--- config.mk ---
export PLATFORM = sky130hd
export DESIGN_NAME = dpd_synth_ctrl
export DESIGN_NICKNAME = d
export VERILOG_FILES = /design/src/hw/dpd_pkg.sv /design/src/hw/dpd_synth_ctrl.sv
export SDC_FILE = /design/constraint.sdc
export NUM_CORES = 1
export LEC_CHECK = 0
export ABC_AREA = 1
export BUFFER_PORTS_ARGS = -buffer_cell sky130_fd_sc_hd__buf_2
export CAP_MARGIN = 0
export CORE_MARGIN = 5
export CORE_UTILIZATION = 35
export CTS_BUF_LIST = sky130_fd_sc_hd__clkbuf_4
export DETAILED_ROUTE_END_ITERATION = 7
export GPL_TIMING_DRIVEN = 0
export PLACE_DENSITY = 0.57
export RECOVER_POWER = 100
export SLEW_MARGIN = 5
export SYNTH_ARGS = -nofsm -noshare
export SYNTH_HDL_FRONTEND = slang
export SYNTH_SLANG_ARGS = --single-unit
--- constraint.sdc ---
create_clock -name mclk_i -period 3.7 [get_ports mclk_i]
set_input_delay 0.37 -clock mclk_i [delete_from_list [all_inputs] [get_ports mclk_i]]
set_output_delay 0.37 -clock mclk_i [all_outputs]
set_load 0.03 [all_outputs]
--- src/hw/dpd_pkg.sv ---
`default_nettype none
package dpd_pkg;

	// Register indices; byte address is four times the index
	localparam logic [3:0] DPD_IDX_A_FRAC_LOW  = 4'h0;
	localparam logic [3:0] DPD_IDX_A_FRAC_MID  = 4'h1;
	localparam logic [3:0] DPD_IDX_A_RATIO_HI  = 4'h2;
	localparam logic [3:0] DPD_IDX_A_DIV_CTRL  = 4'h3;
	localparam logic [3:0] DPD_IDX_B_FRAC_LOW  = 4'h4;
	localparam logic [3:0] DPD_IDX_B_FRAC_MID  = 4'h5;
	localparam logic [3:0] DPD_IDX_B_RATIO_HI  = 4'h6;
	localparam logic [3:0] DPD_IDX_B_DIV_CTRL  = 4'h7;
	localparam logic [3:0] DPD_IDX_STATUS      = 4'h8;
	localparam int         DPD_NUM_CFG_REGS    = 8;

	localparam int         DPD_REG_W           = 9;
	localparam int         DPD_FRAC_W          = 22;
	localparam int         DPD_INT_W           = 4;
	localparam int         DPD_DIV_W           = 5;

	// Reset values
	localparam logic [8:0] DPD_RST_FRAC_LOW    = 9'h121;
	localparam logic [8:0] DPD_RST_FRAC_MID    = 9'h17e;
	localparam logic [8:0] DPD_RST_RATIO_HI    = 9'h07d;
	localparam logic [8:0] DPD_RST_A_DIV_CTRL  = 9'h010;
	localparam logic [8:0] DPD_RST_B_DIV_CTRL  = 9'h190;

	// Field positions
	localparam int         DPD_POS_INPUT_HALVE = 0;
	localparam int         DPD_POS_DIV_EXTRA   = 1;
	localparam int         DPD_POS_DIV_CODE    = 3;
	localparam int         DPD_POS_INT_MULT    = 4;
	localparam int         DPD_POS_FRAC_HI     = 0;
	localparam int         DPD_FRAC_MID_POS    = 9;
	localparam int         DPD_FRAC_HI_POS     = 18;

	// Output divider factors for codes 00/01/10/11 with extra bit clear
	localparam logic [4:0] DPD_DIV_CODE0       = 5'h02;
	localparam logic [4:0] DPD_DIV_CODE1       = 5'h04;
	localparam logic [4:0] DPD_DIV_CODE2       = 5'h08;
	localparam logic [4:0] DPD_DIV_CODE3       = 5'h0c;
	localparam logic [4:0] DPD_RST_DIV         = 5'h08;

	typedef enum logic {
		DPD_MODE_USER,
		DPD_MODE_RECEIVER
	} dpd_mode_e;

	typedef struct packed {
		logic        input_halve;
		logic [3:0]  integer_mult;
		logic [21:0] fraction_mult;
		logic [1:0]  out_div_code;
		logic        out_div_extra;
		logic [4:0]  out_divisor;
	} dpd_synth_cfg_s;

	typedef struct packed {
		logic [3:0]  integer_mult;
		logic [21:0] fraction_mult;
		logic [1:0]  out_div_code;
	} dpd_rx_ctrl_s;

endpackage

`default_nettype wire

--- src/hw/dpd_synth_ctrl.sv ---
// Notes on behaviour
// - Each synthesiser ratio is the integer multiplier plus the fractional multiplier.
// - Fraction field is floor(2^22 times fractional remainder), read as fraction of one.
// - Bit 0 of each divider control register halves the oscillator input when set.
// - User mode divider: codes 00..11 give 2/4/8/12, doubled when post-scale set.
// - User mode takes all settings from software; receiver drives A's multipliers and code.
// - Receiver mode: A post-scale picks 256fs or 128fs; B's code and post-scale ignored.
// - B's integer multiplier sits in bits 7:4 of its third register, reset 0111.
// - The 22-bit fraction spans three registers: 9 bits, 9 bits, low nibble.
// - Receiver mode while the receiver is enabled, user mode while it is disabled.
`timescale 1ns/1ns
`default_nettype none

module dpd_synth_ctrl
	import dpd_pkg::*;
(
	input  wire logic           mclk_i,
	input  wire logic           rst_n_i,
	input  wire logic           wb_cyc_i,
	input  wire logic           wb_stb_i,
	input  wire logic           wb_we_i,
	input  wire logic [7:0]     wb_adr_i,
	input  wire logic [3:0]     wb_sel_i,
	input  wire logic [31:0]    wb_dat_i,
	output logic      [31:0]    wb_dat_o,
	output logic                wb_ack_o,
	input  wire logic           rx_enable_i,
	input  wire dpd_rx_ctrl_s   rx_ctrl_i,
	output dpd_synth_cfg_s      synth_a_cfg_o,
	output dpd_synth_cfg_s      synth_b_cfg_o,
	output logic                synth_a_output_clock_o,
	output logic                synth_b_output_clock_o,
	output logic                receiver_mode_o
);

	// Output divider factor from code and extra bit
	function automatic logic [4:0] div_of(input logic [1:0] code, input logic extra);
		logic [4:0] base;
		base = DPD_DIV_CODE0;
		case (code)
			2'b00: base = DPD_DIV_CODE0;
			2'b01: base = DPD_DIV_CODE1;
			2'b10: base = DPD_DIV_CODE2;
			2'b11: base = DPD_DIV_CODE3;
			default: base = DPD_DIV_CODE0;
		endcase
		div_of = extra ? 5'(base << 1) : base;
	endfunction

	// Assemble the configuration of one synthesiser from its four registers
	function automatic dpd_synth_cfg_s cfg_of(input logic [8:0] lo, input logic [8:0] mid,
	                                          input logic [8:0] hi, input logic [8:0] ctl);
		dpd_synth_cfg_s c;
		c.input_halve   = ctl[DPD_POS_INPUT_HALVE];
		c.integer_mult  = hi[DPD_POS_INT_MULT +: DPD_INT_W];
		c.fraction_mult = {hi[DPD_POS_FRAC_HI +: 4], mid, lo};
		c.out_div_code  = ctl[DPD_POS_DIV_CODE +: 2];
		c.out_div_extra = ctl[DPD_POS_DIV_EXTRA];
		c.out_divisor   = div_of(c.out_div_code, c.out_div_extra);
		cfg_of = c;
	endfunction

	function automatic logic [8:0] rst_of(input int idx);
		logic [8:0] v;
		v = DPD_RST_FRAC_LOW;
		case (idx)
			0, 4:    v = DPD_RST_FRAC_LOW;
			1, 5:    v = DPD_RST_FRAC_MID;
			2, 6:    v = DPD_RST_RATIO_HI;
			3:       v = DPD_RST_A_DIV_CTRL;
			7:       v = DPD_RST_B_DIV_CTRL;
			default: v = DPD_RST_FRAC_LOW;
		endcase
		rst_of = v;
	endfunction

	// Divider count has reached the last step of the current factor
	function automatic logic at_wrap(input logic [4:0] cnt, input logic [4:0] div);
		at_wrap = (cnt >= 5'(div - 5'h01));
	endfunction

	// Divided clock is high for the first half of each count
	function automatic logic high_half(input logic [4:0] cnt, input logic [4:0] div);
		high_half = (cnt < (div >> 1));
	endfunction

	// Status word: A and B divisors in use, B stopped, receiver mode
	function automatic logic [31:0] status_of(input logic [4:0] a_div, input logic [4:0] b_div,
	                                          input logic b_stop, input logic rx_on);
		logic [31:0] s;
		s         = 32'h0000_0000;
		s[15:11]  = a_div;
		s[10:6]   = b_div;
		s[1]      = b_stop;
		s[0]      = rx_on;
		status_of = s;
	endfunction

	// Settings shown on the outputs while reset is held
	localparam dpd_synth_cfg_s A_RST_CFG = cfg_of(DPD_RST_FRAC_LOW, DPD_RST_FRAC_MID, DPD_RST_RATIO_HI,
	                                              DPD_RST_A_DIV_CTRL);
	localparam dpd_synth_cfg_s B_RST_CFG = cfg_of(DPD_RST_FRAC_LOW, DPD_RST_FRAC_MID, DPD_RST_RATIO_HI,
	                                              DPD_RST_B_DIV_CTRL);

	logic [8:0]      regs_q [DPD_NUM_CFG_REGS];
	logic            ack_q;
	logic [31:0]     rdata_q;
	dpd_mode_e       mode_q;
	dpd_synth_cfg_s  a_sw;
	dpd_synth_cfg_s  b_sw;
	dpd_synth_cfg_s  a_eff;
	dpd_synth_cfg_s  b_eff;
	dpd_synth_cfg_s  a_cfg_q;
	dpd_synth_cfg_s  b_cfg_q;
	logic [4:0]      a_cnt_q;
	logic [4:0]      a_div_q;
	logic [4:0]      b_cnt_q;
	logic [4:0]      b_div_q;
	logic            a_clk_q;
	logic            b_clk_q;
	logic            bus_req;
	logic            bus_wr;
	logic [3:0]      bus_idx;
	logic            idx_mapped;
	logic [31:0]     rdata_d;
	logic            cfg_hit;
	logic            wr_lo;
	logic            wr_hi;
	logic            rx_mode;
	logic            b_stopped;
	logic            a_wrap;
	logic            b_wrap;

	// Wishbone decode: word aligned, index in bits 5:2, upper address bits must be zero
	assign bus_req    = wb_cyc_i && wb_stb_i && !ack_q;
	assign bus_wr     = bus_req && wb_we_i;
	assign bus_idx    = wb_adr_i[5:2];
	assign idx_mapped = (wb_adr_i[7:6] == 2'b00) && (wb_adr_i[1:0] == 2'b00)
	                    && (bus_idx <= DPD_IDX_STATUS);
	assign cfg_hit    = idx_mapped && (bus_idx < DPD_IDX_STATUS);

	// Byte lane 0 carries bits 7:0, lane 1 carries bit 8
	assign wr_lo      = bus_wr && cfg_hit && wb_sel_i[0];
	assign wr_hi      = bus_wr && cfg_hit && wb_sel_i[1];

	// Single-wait acknowledge, dropped the cycle after it is given
	always_ff @(posedge mclk_i or negedge rst_n_i) begin
		if (!rst_n_i) begin
			ack_q <= 1'b0;
		end else begin
			ack_q <= bus_req;
		end
	end

	// Configuration register writes honour byte lanes 0 and 1
	always_ff @(posedge mclk_i or negedge rst_n_i) begin
		if (!rst_n_i) begin
			for (int i = 0; i < DPD_NUM_CFG_REGS; i++) begin
				regs_q[i] <= rst_of(i);
			end
		end else begin
			if (wr_lo) begin
				regs_q[bus_idx[2:0]][7:0] <= wb_dat_i[7:0];
			end
			if (wr_hi) begin
				regs_q[bus_idx[2:0]][8] <= wb_dat_i[8];
			end
		end
	end

	// Read data: stored values, status word, zero for unmapped addresses
	always_comb begin
		rdata_d = 32'h0000_0000;
		if (cfg_hit) begin
			rdata_d = {23'h000000, regs_q[bus_idx[2:0]]};
		end else if (idx_mapped) begin
			rdata_d = status_of(a_div_q, b_div_q, b_stopped, rx_mode);
		end
	end

	always_ff @(posedge mclk_i or negedge rst_n_i) begin
		if (!rst_n_i) begin
			rdata_q <= 32'h0000_0000;
		end else if (bus_req) begin
			rdata_q <= rdata_d;
		end
	end

	assign wb_dat_o = rdata_q;
	assign wb_ack_o = ack_q;

	// Operating mode follows the receiver enable
	always_ff @(posedge mclk_i or negedge rst_n_i) begin
		if (!rst_n_i) begin
			mode_q <= DPD_MODE_USER;
		end else begin
			mode_q <= rx_enable_i ? DPD_MODE_RECEIVER : DPD_MODE_USER;
		end
	end

	// B reports stopped once its clock is held low in receiver mode
	assign rx_mode   = (mode_q == DPD_MODE_RECEIVER);
	assign b_stopped = rx_mode && !b_clk_q;

	assign a_sw = cfg_of(regs_q[DPD_IDX_A_FRAC_LOW[2:0]], regs_q[DPD_IDX_A_FRAC_MID[2:0]],
	                     regs_q[DPD_IDX_A_RATIO_HI[2:0]], regs_q[DPD_IDX_A_DIV_CTRL[2:0]]);
	assign b_sw = cfg_of(regs_q[DPD_IDX_B_FRAC_LOW[2:0]], regs_q[DPD_IDX_B_FRAC_MID[2:0]],
	                     regs_q[DPD_IDX_B_RATIO_HI[2:0]], regs_q[DPD_IDX_B_DIV_CTRL[2:0]]);

	// Effective settings: receiver overrides A's multipliers and code; A's extra bit
	// keeps doubling the divider, giving 128fs instead of 256fs
	always_comb begin
		a_eff = a_sw;
		b_eff = b_sw;
		if (mode_q == DPD_MODE_RECEIVER) begin
			a_eff.integer_mult  = rx_ctrl_i.integer_mult;
			a_eff.fraction_mult = rx_ctrl_i.fraction_mult;
			a_eff.out_div_code  = rx_ctrl_i.out_div_code;
			a_eff.out_divisor   = div_of(rx_ctrl_i.out_div_code, a_sw.out_div_extra);
			b_eff.out_div_code  = 2'b00;
			b_eff.out_div_extra = 1'b0;
			b_eff.out_divisor   = b_div_q;
		end
	end

	// Ratio handed to each loop is {integer, fraction} as a fixed-point value N + K/2^22
	always_ff @(posedge mclk_i or negedge rst_n_i) begin
		if (!rst_n_i) begin
			a_cfg_q <= A_RST_CFG;
		end else begin
			a_cfg_q <= a_eff;
		end
	end

	always_ff @(posedge mclk_i or negedge rst_n_i) begin
		if (!rst_n_i) begin
			b_cfg_q <= B_RST_CFG;
		end else begin
			b_cfg_q <= b_eff;
		end
	end

	assign synth_a_cfg_o   = a_cfg_q;
	assign synth_b_cfg_o   = b_cfg_q;
	assign receiver_mode_o = (mode_q == DPD_MODE_RECEIVER);

	// Wrap points of both dividers
	assign a_wrap = at_wrap(a_cnt_q, a_div_q);
	assign b_wrap = at_wrap(b_cnt_q, b_div_q);

	// Divider A: new factor is taken only when the count wraps
	always_ff @(posedge mclk_i or negedge rst_n_i) begin
		if (!rst_n_i) begin
			a_cnt_q <= 5'h00;
			a_div_q <= DPD_RST_DIV;
		end else if (a_wrap) begin
			a_cnt_q <= 5'h00;
			a_div_q <= a_eff.out_divisor;
		end else begin
			a_cnt_q <= 5'(a_cnt_q + 5'h01);
		end
	end

	always_ff @(posedge mclk_i or negedge rst_n_i) begin
		if (!rst_n_i) begin
			a_clk_q <= 1'b0;
		end else begin
			a_clk_q <= high_half(a_cnt_q, a_div_q);
		end
	end

	// Divider B stops low in receiver mode, its clock is not available there
	always_ff @(posedge mclk_i or negedge rst_n_i) begin
		if (!rst_n_i) begin
			b_cnt_q <= 5'h00;
			b_div_q <= DPD_RST_DIV;
		end else if (mode_q == DPD_MODE_RECEIVER) begin
			b_cnt_q <= 5'h00;
		end else if (b_wrap) begin
			b_cnt_q <= 5'h00;
			b_div_q <= b_eff.out_divisor;
		end else begin
			b_cnt_q <= 5'(b_cnt_q + 5'h01);
		end
	end

	always_ff @(posedge mclk_i or negedge rst_n_i) begin
		if (!rst_n_i) begin
			b_clk_q <= 1'b0;
		end else if (mode_q == DPD_MODE_RECEIVER) begin
			b_clk_q <= 1'b0;
		end else begin
			b_clk_q <= high_half(b_cnt_q, b_div_q);
		end
	end

	assign synth_a_output_clock_o = a_clk_q;
	assign synth_b_output_clock_o = b_clk_q;

endmodule // dpd_synth_ctrl

`default_nettype wire

Yosys cells after proc, flatten, opt, wreduce, memory -nomap -nowiden
Index checks and enable logic that the tools add are counted.
{ "totals": {"reg_bits": 198, "in_bits": 78, "out_inout_bits": 106, "word_cells": 98} }
{ "op_classes": {"add_sub_neg": 4, "order_cmp": 8, "eq_ne": 9, "mux": 27, "n_bitwise": 2, "n_reduce_logical": 19} }
{ "ops": {"columns": ["op", "n"], "rows": [
  ["$bwmux W72", 2],
  ["$mux W72", 2],
  ["$pmux W5 S4", 3],
  ["$demux W9 S3", 2],
  ["$mux W5", 7],
  ["$mux W32", 1],
  ["$mux W28", 1],
  ["$bmux W9 S3", 1],
  ["$mux W9", 3],
  ["$mux W16", 1],
  ["$mux W8", 2],
  ["$eq A2 B2 Y1 const B", 6],
  ["$logic_and A1 B1 Y1", 11],
  ["$add A5 B1 Y5 const B", 2],
  ["$ge A5 B5 Y1", 2],
  ["$logic_not A2 Y1", 5],
  ["$lt A5 B4 Y1", 2],
  ["$sub A5 B1 Y5 const B", 2],
  ["$eq A2 B1 Y1 const B", 3],
  ["$ge A4 B4 Y1 const B", 1],
  ["$le A4 B4 Y1 const B", 1],
  ["$lt A4 B1 Y1 const B", 1],
  ["$lt A4 B4 Y1 const B", 1],
  ["$not A3 Y4", 1],
  ["other kinds (4)", 6]
]} }

Logic depth before layout (Yosys ltp)
{ "logic_depth": {"word_depth": 9, "ltp_mapped": 12, "ltp_nobuf": 12} }

Least setup slack after synthesis
Ideal clock, no wire load.
{ "synth_timing": {"kind": "reg-to-reg", "from": "register b_div_q[0]", "to": "register b_div_q[1]", "setup_ns": 0.066, "arrival_time_ns": 1.874, "required_time_ns": 3.634, "path_slack_ns": 1.760, "stages_incl_launch_ff": 13, "path_buffers": 1, "synth_period_minus_slack_ns": 1.940, "path_cell_list": "dfrtp_1 -> inv_1 -> ha_1 -> nand3_1 -> xor2_1 -> inv_1 -> ha_1 -> nand3_1 -> o21bai_1 -> nand2_1 -> clkbuf_1 -> nand3_1 -> nand2_1"} }
{ "synth_between": {"elab_chain_len": 3} }
{ "synth_lines": {"columns": ["element", "line_no", "text"], "rows": [
  ["start: declaration", "dpd_synth_ctrl.sv:118", "logic [4:0] b_div_q;"],
  ["start signal: assignment", "dpd_synth_ctrl.sv:281", "b_div_q <= b_eff.out_divisor;"],
  ["$sub A5 B1 Y5", "dpd_synth_ctrl.sv:79", "at_wrap = (cnt >= 5'(div - 5'h01));"],
  ["$ge A5 B5 Y1", "dpd_synth_ctrl.sv:79", null],
  ["$reduce_and A2 Y1 (no source line)", null, null]
]} }
Every way passes these cells.
A chain may end at the register's enable or synchronous reset.

Worst setup path in the final report
{ "layout_timing": {"from": "register ack_q, in the netlist wb_ack_o", "to": "register regs_q[7] (netlist name)"} }
{ "layout_between": {"elab_chain_len": 8, "word_cells_on_any_way": 9, "cone_classes": "mux: 3; reduce/logical: 6"} }
{ "layout_lines": {"columns": ["element", "line_no", "text"], "rows": [
  ["start: declaration", "dpd_synth_ctrl.sv:106", "logic ack_q;"],
  ["start signal: assignment", "dpd_synth_ctrl.sv:151", "ack_q <= bus_req;"],
  ["$logic_not A1 Y1 *", "dpd_synth_ctrl.sv:135", "assign bus_req = wb_cyc_i && wb_stb_i && !ack_q;"],
  ["$logic_and A1 B1 Y1 *", "dpd_synth_ctrl.sv:135", null],
  ["$logic_and A1 B1 Y1 *", "dpd_synth_ctrl.sv:136", "assign bus_wr = bus_req && wb_we_i;"],
  ["$logic_and A1 B1 Y1 *", "dpd_synth_ctrl.sv:143, dpd_synth_ctrl.sv:144", null],
  ["$logic_and A1 B1 Y1", "dpd_synth_ctrl.sv:143", "assign wr_lo = bus_wr && cfg_hit && wb_sel_i[0];"],
  ["$mux W72", "dpd_synth_ctrl.sv:162", "if (wr_lo) begin"],
  ["$bwmux W72", "dpd_synth_ctrl.sv:166", "regs_q[bus_idx[2:0]][8] <= wb_dat_i[8];"],
  ["$mux W72 *", "dpd_synth_ctrl.sv:165", "if (wr_hi) begin"],
  ["end signal: indexed assignment", "dpd_synth_ctrl.sv:159", "regs_q[i] <= rst_of(i);"],
  ["end signal: indexed assignment", "dpd_synth_ctrl.sv:163", "regs_q[bus_idx[2:0]][7:0] <= wb_dat_i[7:0];"],
  ["end signal: indexed assignment", "dpd_synth_ctrl.sv:166", null],
  ["end: declaration", "dpd_synth_ctrl.sv:105", "logic [8:0] regs_q [DPD_NUM_CFG_REGS];"]
]} }
Mark *: on every way between the ends. The rest lies on a longest branch, timed or not.

==> results.sh <==
export IMPL_grt_usage=0.174
export IMPL_synth_edf_count=0
export IMPL_cts_sinks=179
export IMPL_drtAntennaViolNets=0
export IMPL_synth_cell_types=39
export IMPL_syn_inst=886
export IMPL_crit_path_frequent_cell="clkbuf_1"
export IMPL_status="complete, but fails checks"
export IMPL_hold_worst_slack_ns=0.0480
export IMPL_layout_min_cycle_time_ns=2.63
export IMPL_hold_violations=0
export IMPL_arrival_ns=3.12
export IMPL_maxCapViolations=1
export IMPL_failed_checks="capacitance limit, slew limit"
export IMPL_finClkSkew_ns=0.0256
export IMPL_ys_top_cells_by_count="nand2_1 (320), dfrtp_1 (105), o21ai_0 (100), dfstp_2 (74), inv_1 (72)"
export IMPL_cts_tree="yes"
export IMPL_nFillCells=2328
export IMPL_peakVddDrop_uv=233
export IMPL_worst_pin_slew_ns=1.90
export IMPL_ys_warn_count=0
export IMPL_cts_resized=0
export IMPL_clkSlewWorstSetupHoldPaths_ns=0.14
export IMPL_synth_simple_area_share=0.226
export IMPL_hold_path_class="input pin to register"
export IMPL_cp_start_kind="register"
export IMPL_cp_max_fo=10
export IMPL_overflow=0
export IMPL_antenna_found_initial=2
export IMPL_crit_path_end_kind="register"
export IMPL_place_gp_congestion=0.843
export IMPL_period_share=0.711
export IMPL_synthArstFlopShare=1.00
export IMPL_max_stage_delay_ns=0.51
export IMPL_synth_avg_cell_area_sq_um=9.10
export IMPL_synth_top_family_by_area="simple AND/OR/NAND/NOR gates"
export IMPL_wl_per_cell_um=16.3
export IMPL_final_nets=1183
export IMPL_io_pin_count=184
export IMPL_clockBufferDepth=2
export IMPL_ys_flop_type="dfrtp_1"
export IMPL_path_class="register to register"
export IMPL_leakage_nw=4.57
export IMPL_grt_pass1_vias=6391
export IMPL_synth_compound_area_frac=0.0897
export IMPL_rr_endpoint="regs_q[7]"
export IMPL_die_area_sq_um=26200
export IMPL_drive_gt1_frac=0.156
export IMPL_final_util=0.420
export IMPL_synth_area_top_cells="dfrtp_1 (33%), dfstp_2 (24%), nand2_1 (15%), o21ai_0 (6.2%), inv_1 (3.4%)"
export IMPL_cts_made_buffers=17
export IMPL_die_h_um=162
export IMPL_crit_end="regs_q[7]"
export IMPL_areaGrowthSynthToFinish_pct=17.8
export IMPL_grt_max_degree=104
export IMPL_multiInputGateArea_sq_um=2810
export IMPL_core_area_sq_um=22600
export IMPL_crit_slowest_cell="nor2_1"
export IMPL_synth_mux_area_fraction=0
export IMPL_rrSetupSlack_ns=1.07
export IMPL_grt_setup_unrepaired="no"
export IMPL_rows=55
export IMPL_slew_headroom=-0.267
export IMPL_clockRootBuffer="clkbuf_4"
export IMPL_io_buffers=136
export IMPL_synth_area_leader_cell="dfrtp_1"
export IMPL_hpwl_um=16300
export IMPL_synthAdderAreaFrac=0.0295
export IMPL_drc=0
export IMPL_vias_per_cell=4.66
export IMPL_synthXorXnorAreaFrac=0.0119
export IMPL_setup_viol=0
export IMPL_firstDrtPassIters=5
export IMPL_startpoint="wb_ack_o"
export IMPL_vias=6461
export IMPL_synth_most_common_cell="nand2_1"
export IMPL_ys_seq_area_frac=0.567
export IMPL_drv_slew=77
export IMPL_required_ns=4.19
export IMPL_syn_cell_area_sq_um=8060
export IMPL_worst_r2r_path_depth=7
export IMPL_start_util=0.356
export IMPL_grt_first_pass_wirelength_um=35600
export IMPL_total_power_w=0.00398
export IMPL_drtIter0Drc=480
export IMPL_ys_ff_latch=179
export IMPL_timing_fmax_mhz=380
export IMPL_regArea_sq_um=4570
export IMPL_pwr_density_cell_nw_per_um2=419
export IMPL_drt_wl_total_um=22600
export IMPL_crit_chain="inv_1 > nand4_1 > nor2_1 > clkbuf_1 > nand3_1 > clkbuf_1 > o21ai_0"
export IMPL_insertion_delay_ns=0.59
export IMPL_fp_dieW_um=162
export IMPL_htree_levels=4
export IMPL_reg2reg_from="wb_ack_o"
export IMPL_synth_top_area_share=0.326
[report_power, final]
| group | switching, W | internal [W] | leakage, nW |
|---|---|---|---|
| Sequential | 0.0000621 | 0.00205 | 2.20 |
| Combinational | 0.000438 | 0.000230 | 2.21 |
| Clock | 0.000714 | 0.000485 | 0.162 |
[cell type report]
| class | count | area share |
|---|---|---|
| sequential | 179 | 0.481 |
| timing repair buffer | 164 | 0.0914 |
| inverter | 73 | 0.0288 |
| antenna | 1 | 0.000263 |
| tap | 285 | 0.0375 |
| clock inverter | 14 | 0.0183 |
| buffer | 55 | 0.0323 |
| clock buffer | 18 | 0.0142 |
| multi-input combinational | 596 | 0.296 |
[per-stage QoR]
step	setup WS, ns	setup TNS [ns]	cells	area [sq um]
floorplan	1.76	0	903	8130
CTS	1.39	0	1382	9760
finish	1.07	0	1385	9500
global route	0.819	0	1385	9500
detailed placement	1.44	0	1325	9200
global placement	-0.650	-65.80	1324	9170
[how the worst min path moves through the flow]
| stage | slack [ns] | end | depth (start not counted) | from |
|---|---|---|---|---|
| floorplan | 0.07 | a_cnt_q[0] | 0 | rst_n_i |
| global placement | 0.37 | synth_b_cfg_o[16] | 0 | b_eff[16] |
| detailed placement | 0.37 | synth_b_cfg_o[16] | 0 | b_eff[16] |
| CTS | 0.0008 | synth_a_cfg_o[31] | 3 | rx_ctrl_i[25] |
| global route | 0.02 | synth_a_cfg_o[22] | 3 | rx_ctrl_i[16] |
| finish | 0.05 | synth_a_cfg_o[22] | 3 | rx_ctrl_i[16] |
[metal layers]
metal / part of all wire / GRT usage
met4: 0.013 / 0.0408
met2: 0.47 / 0.274
met5: 0.00031 / 0
met1: 0.46 / 0.247
met3: 0.050 / 0.0360
[cell families (layout without fill, tap and decap cells)]
family / Yosys count / in the layout
flip-flops: 179 / 179
other: 1 / 19
adder cells (fa/ha/maj): 19 / 19
AND/OR/NAND/NOR: 416 / 416
XOR/XNOR: 11 / 11
buffers and inverters: 128 / 324
AO/OA/AOI/OAI: 132 / 132
[timing repair]
action / in CTS / in global routing
hold endpoints to repair: 77 / 2
buffers inserted: 0 / 0
hold buffers: 25 / 2
[critical path: cells and delay by family (launching register included)]
family,cells,cell delay (ns)
simple gates,3,1.02
buf+inv,3,0.90
flops,1,0.40
compound gates,1,0.23
[placed cells by master, fill, tap and decap left out, types with 7 or more instances in the layout]
cell	synthesis	final
dfrtp_1	105	105
xor2_1	7	7
conb_1	1	18
clkbuf_4	0	18
buf_2	11	50
a21oi_1	10	10
dfstp_1	0	18
buf_4	19	19
nand4_1	19	19
ha_1	19	19
nor2_1	23	24
o21ai_0	100	105
nand3_1	32	40
dfstp_2	74	56
nand2_1	320	320
inv_1	72	72
clkbuf_1	17	115
dlygate4sd3_1	0	27
[state kept, by name (all words and copies together) (netlist names)]
| signal | cells |
|---|---|
| synth_b_cfg_o | 35 |
| synth_a_cfg_o | 34 |
| a_sw | 28 |
| b_eff | 27 |
| wb_dat_o | 15 |
| regs_q | 12 |
| a_cnt_q | 5 |
| b_cnt_q | 5 |
| b_div_q | 5 |
| a_div_q | 4 |
| b_sw | 3 |
| a_eff | 2 |
| receiver_mode_o | 1 |
| synth_a_output_clock_o | 1 |
| synth_b_output_clock_o | 1 |
| wb_ack_o | 1 |
No activity file was read; power rests on OpenSTA's default activity.
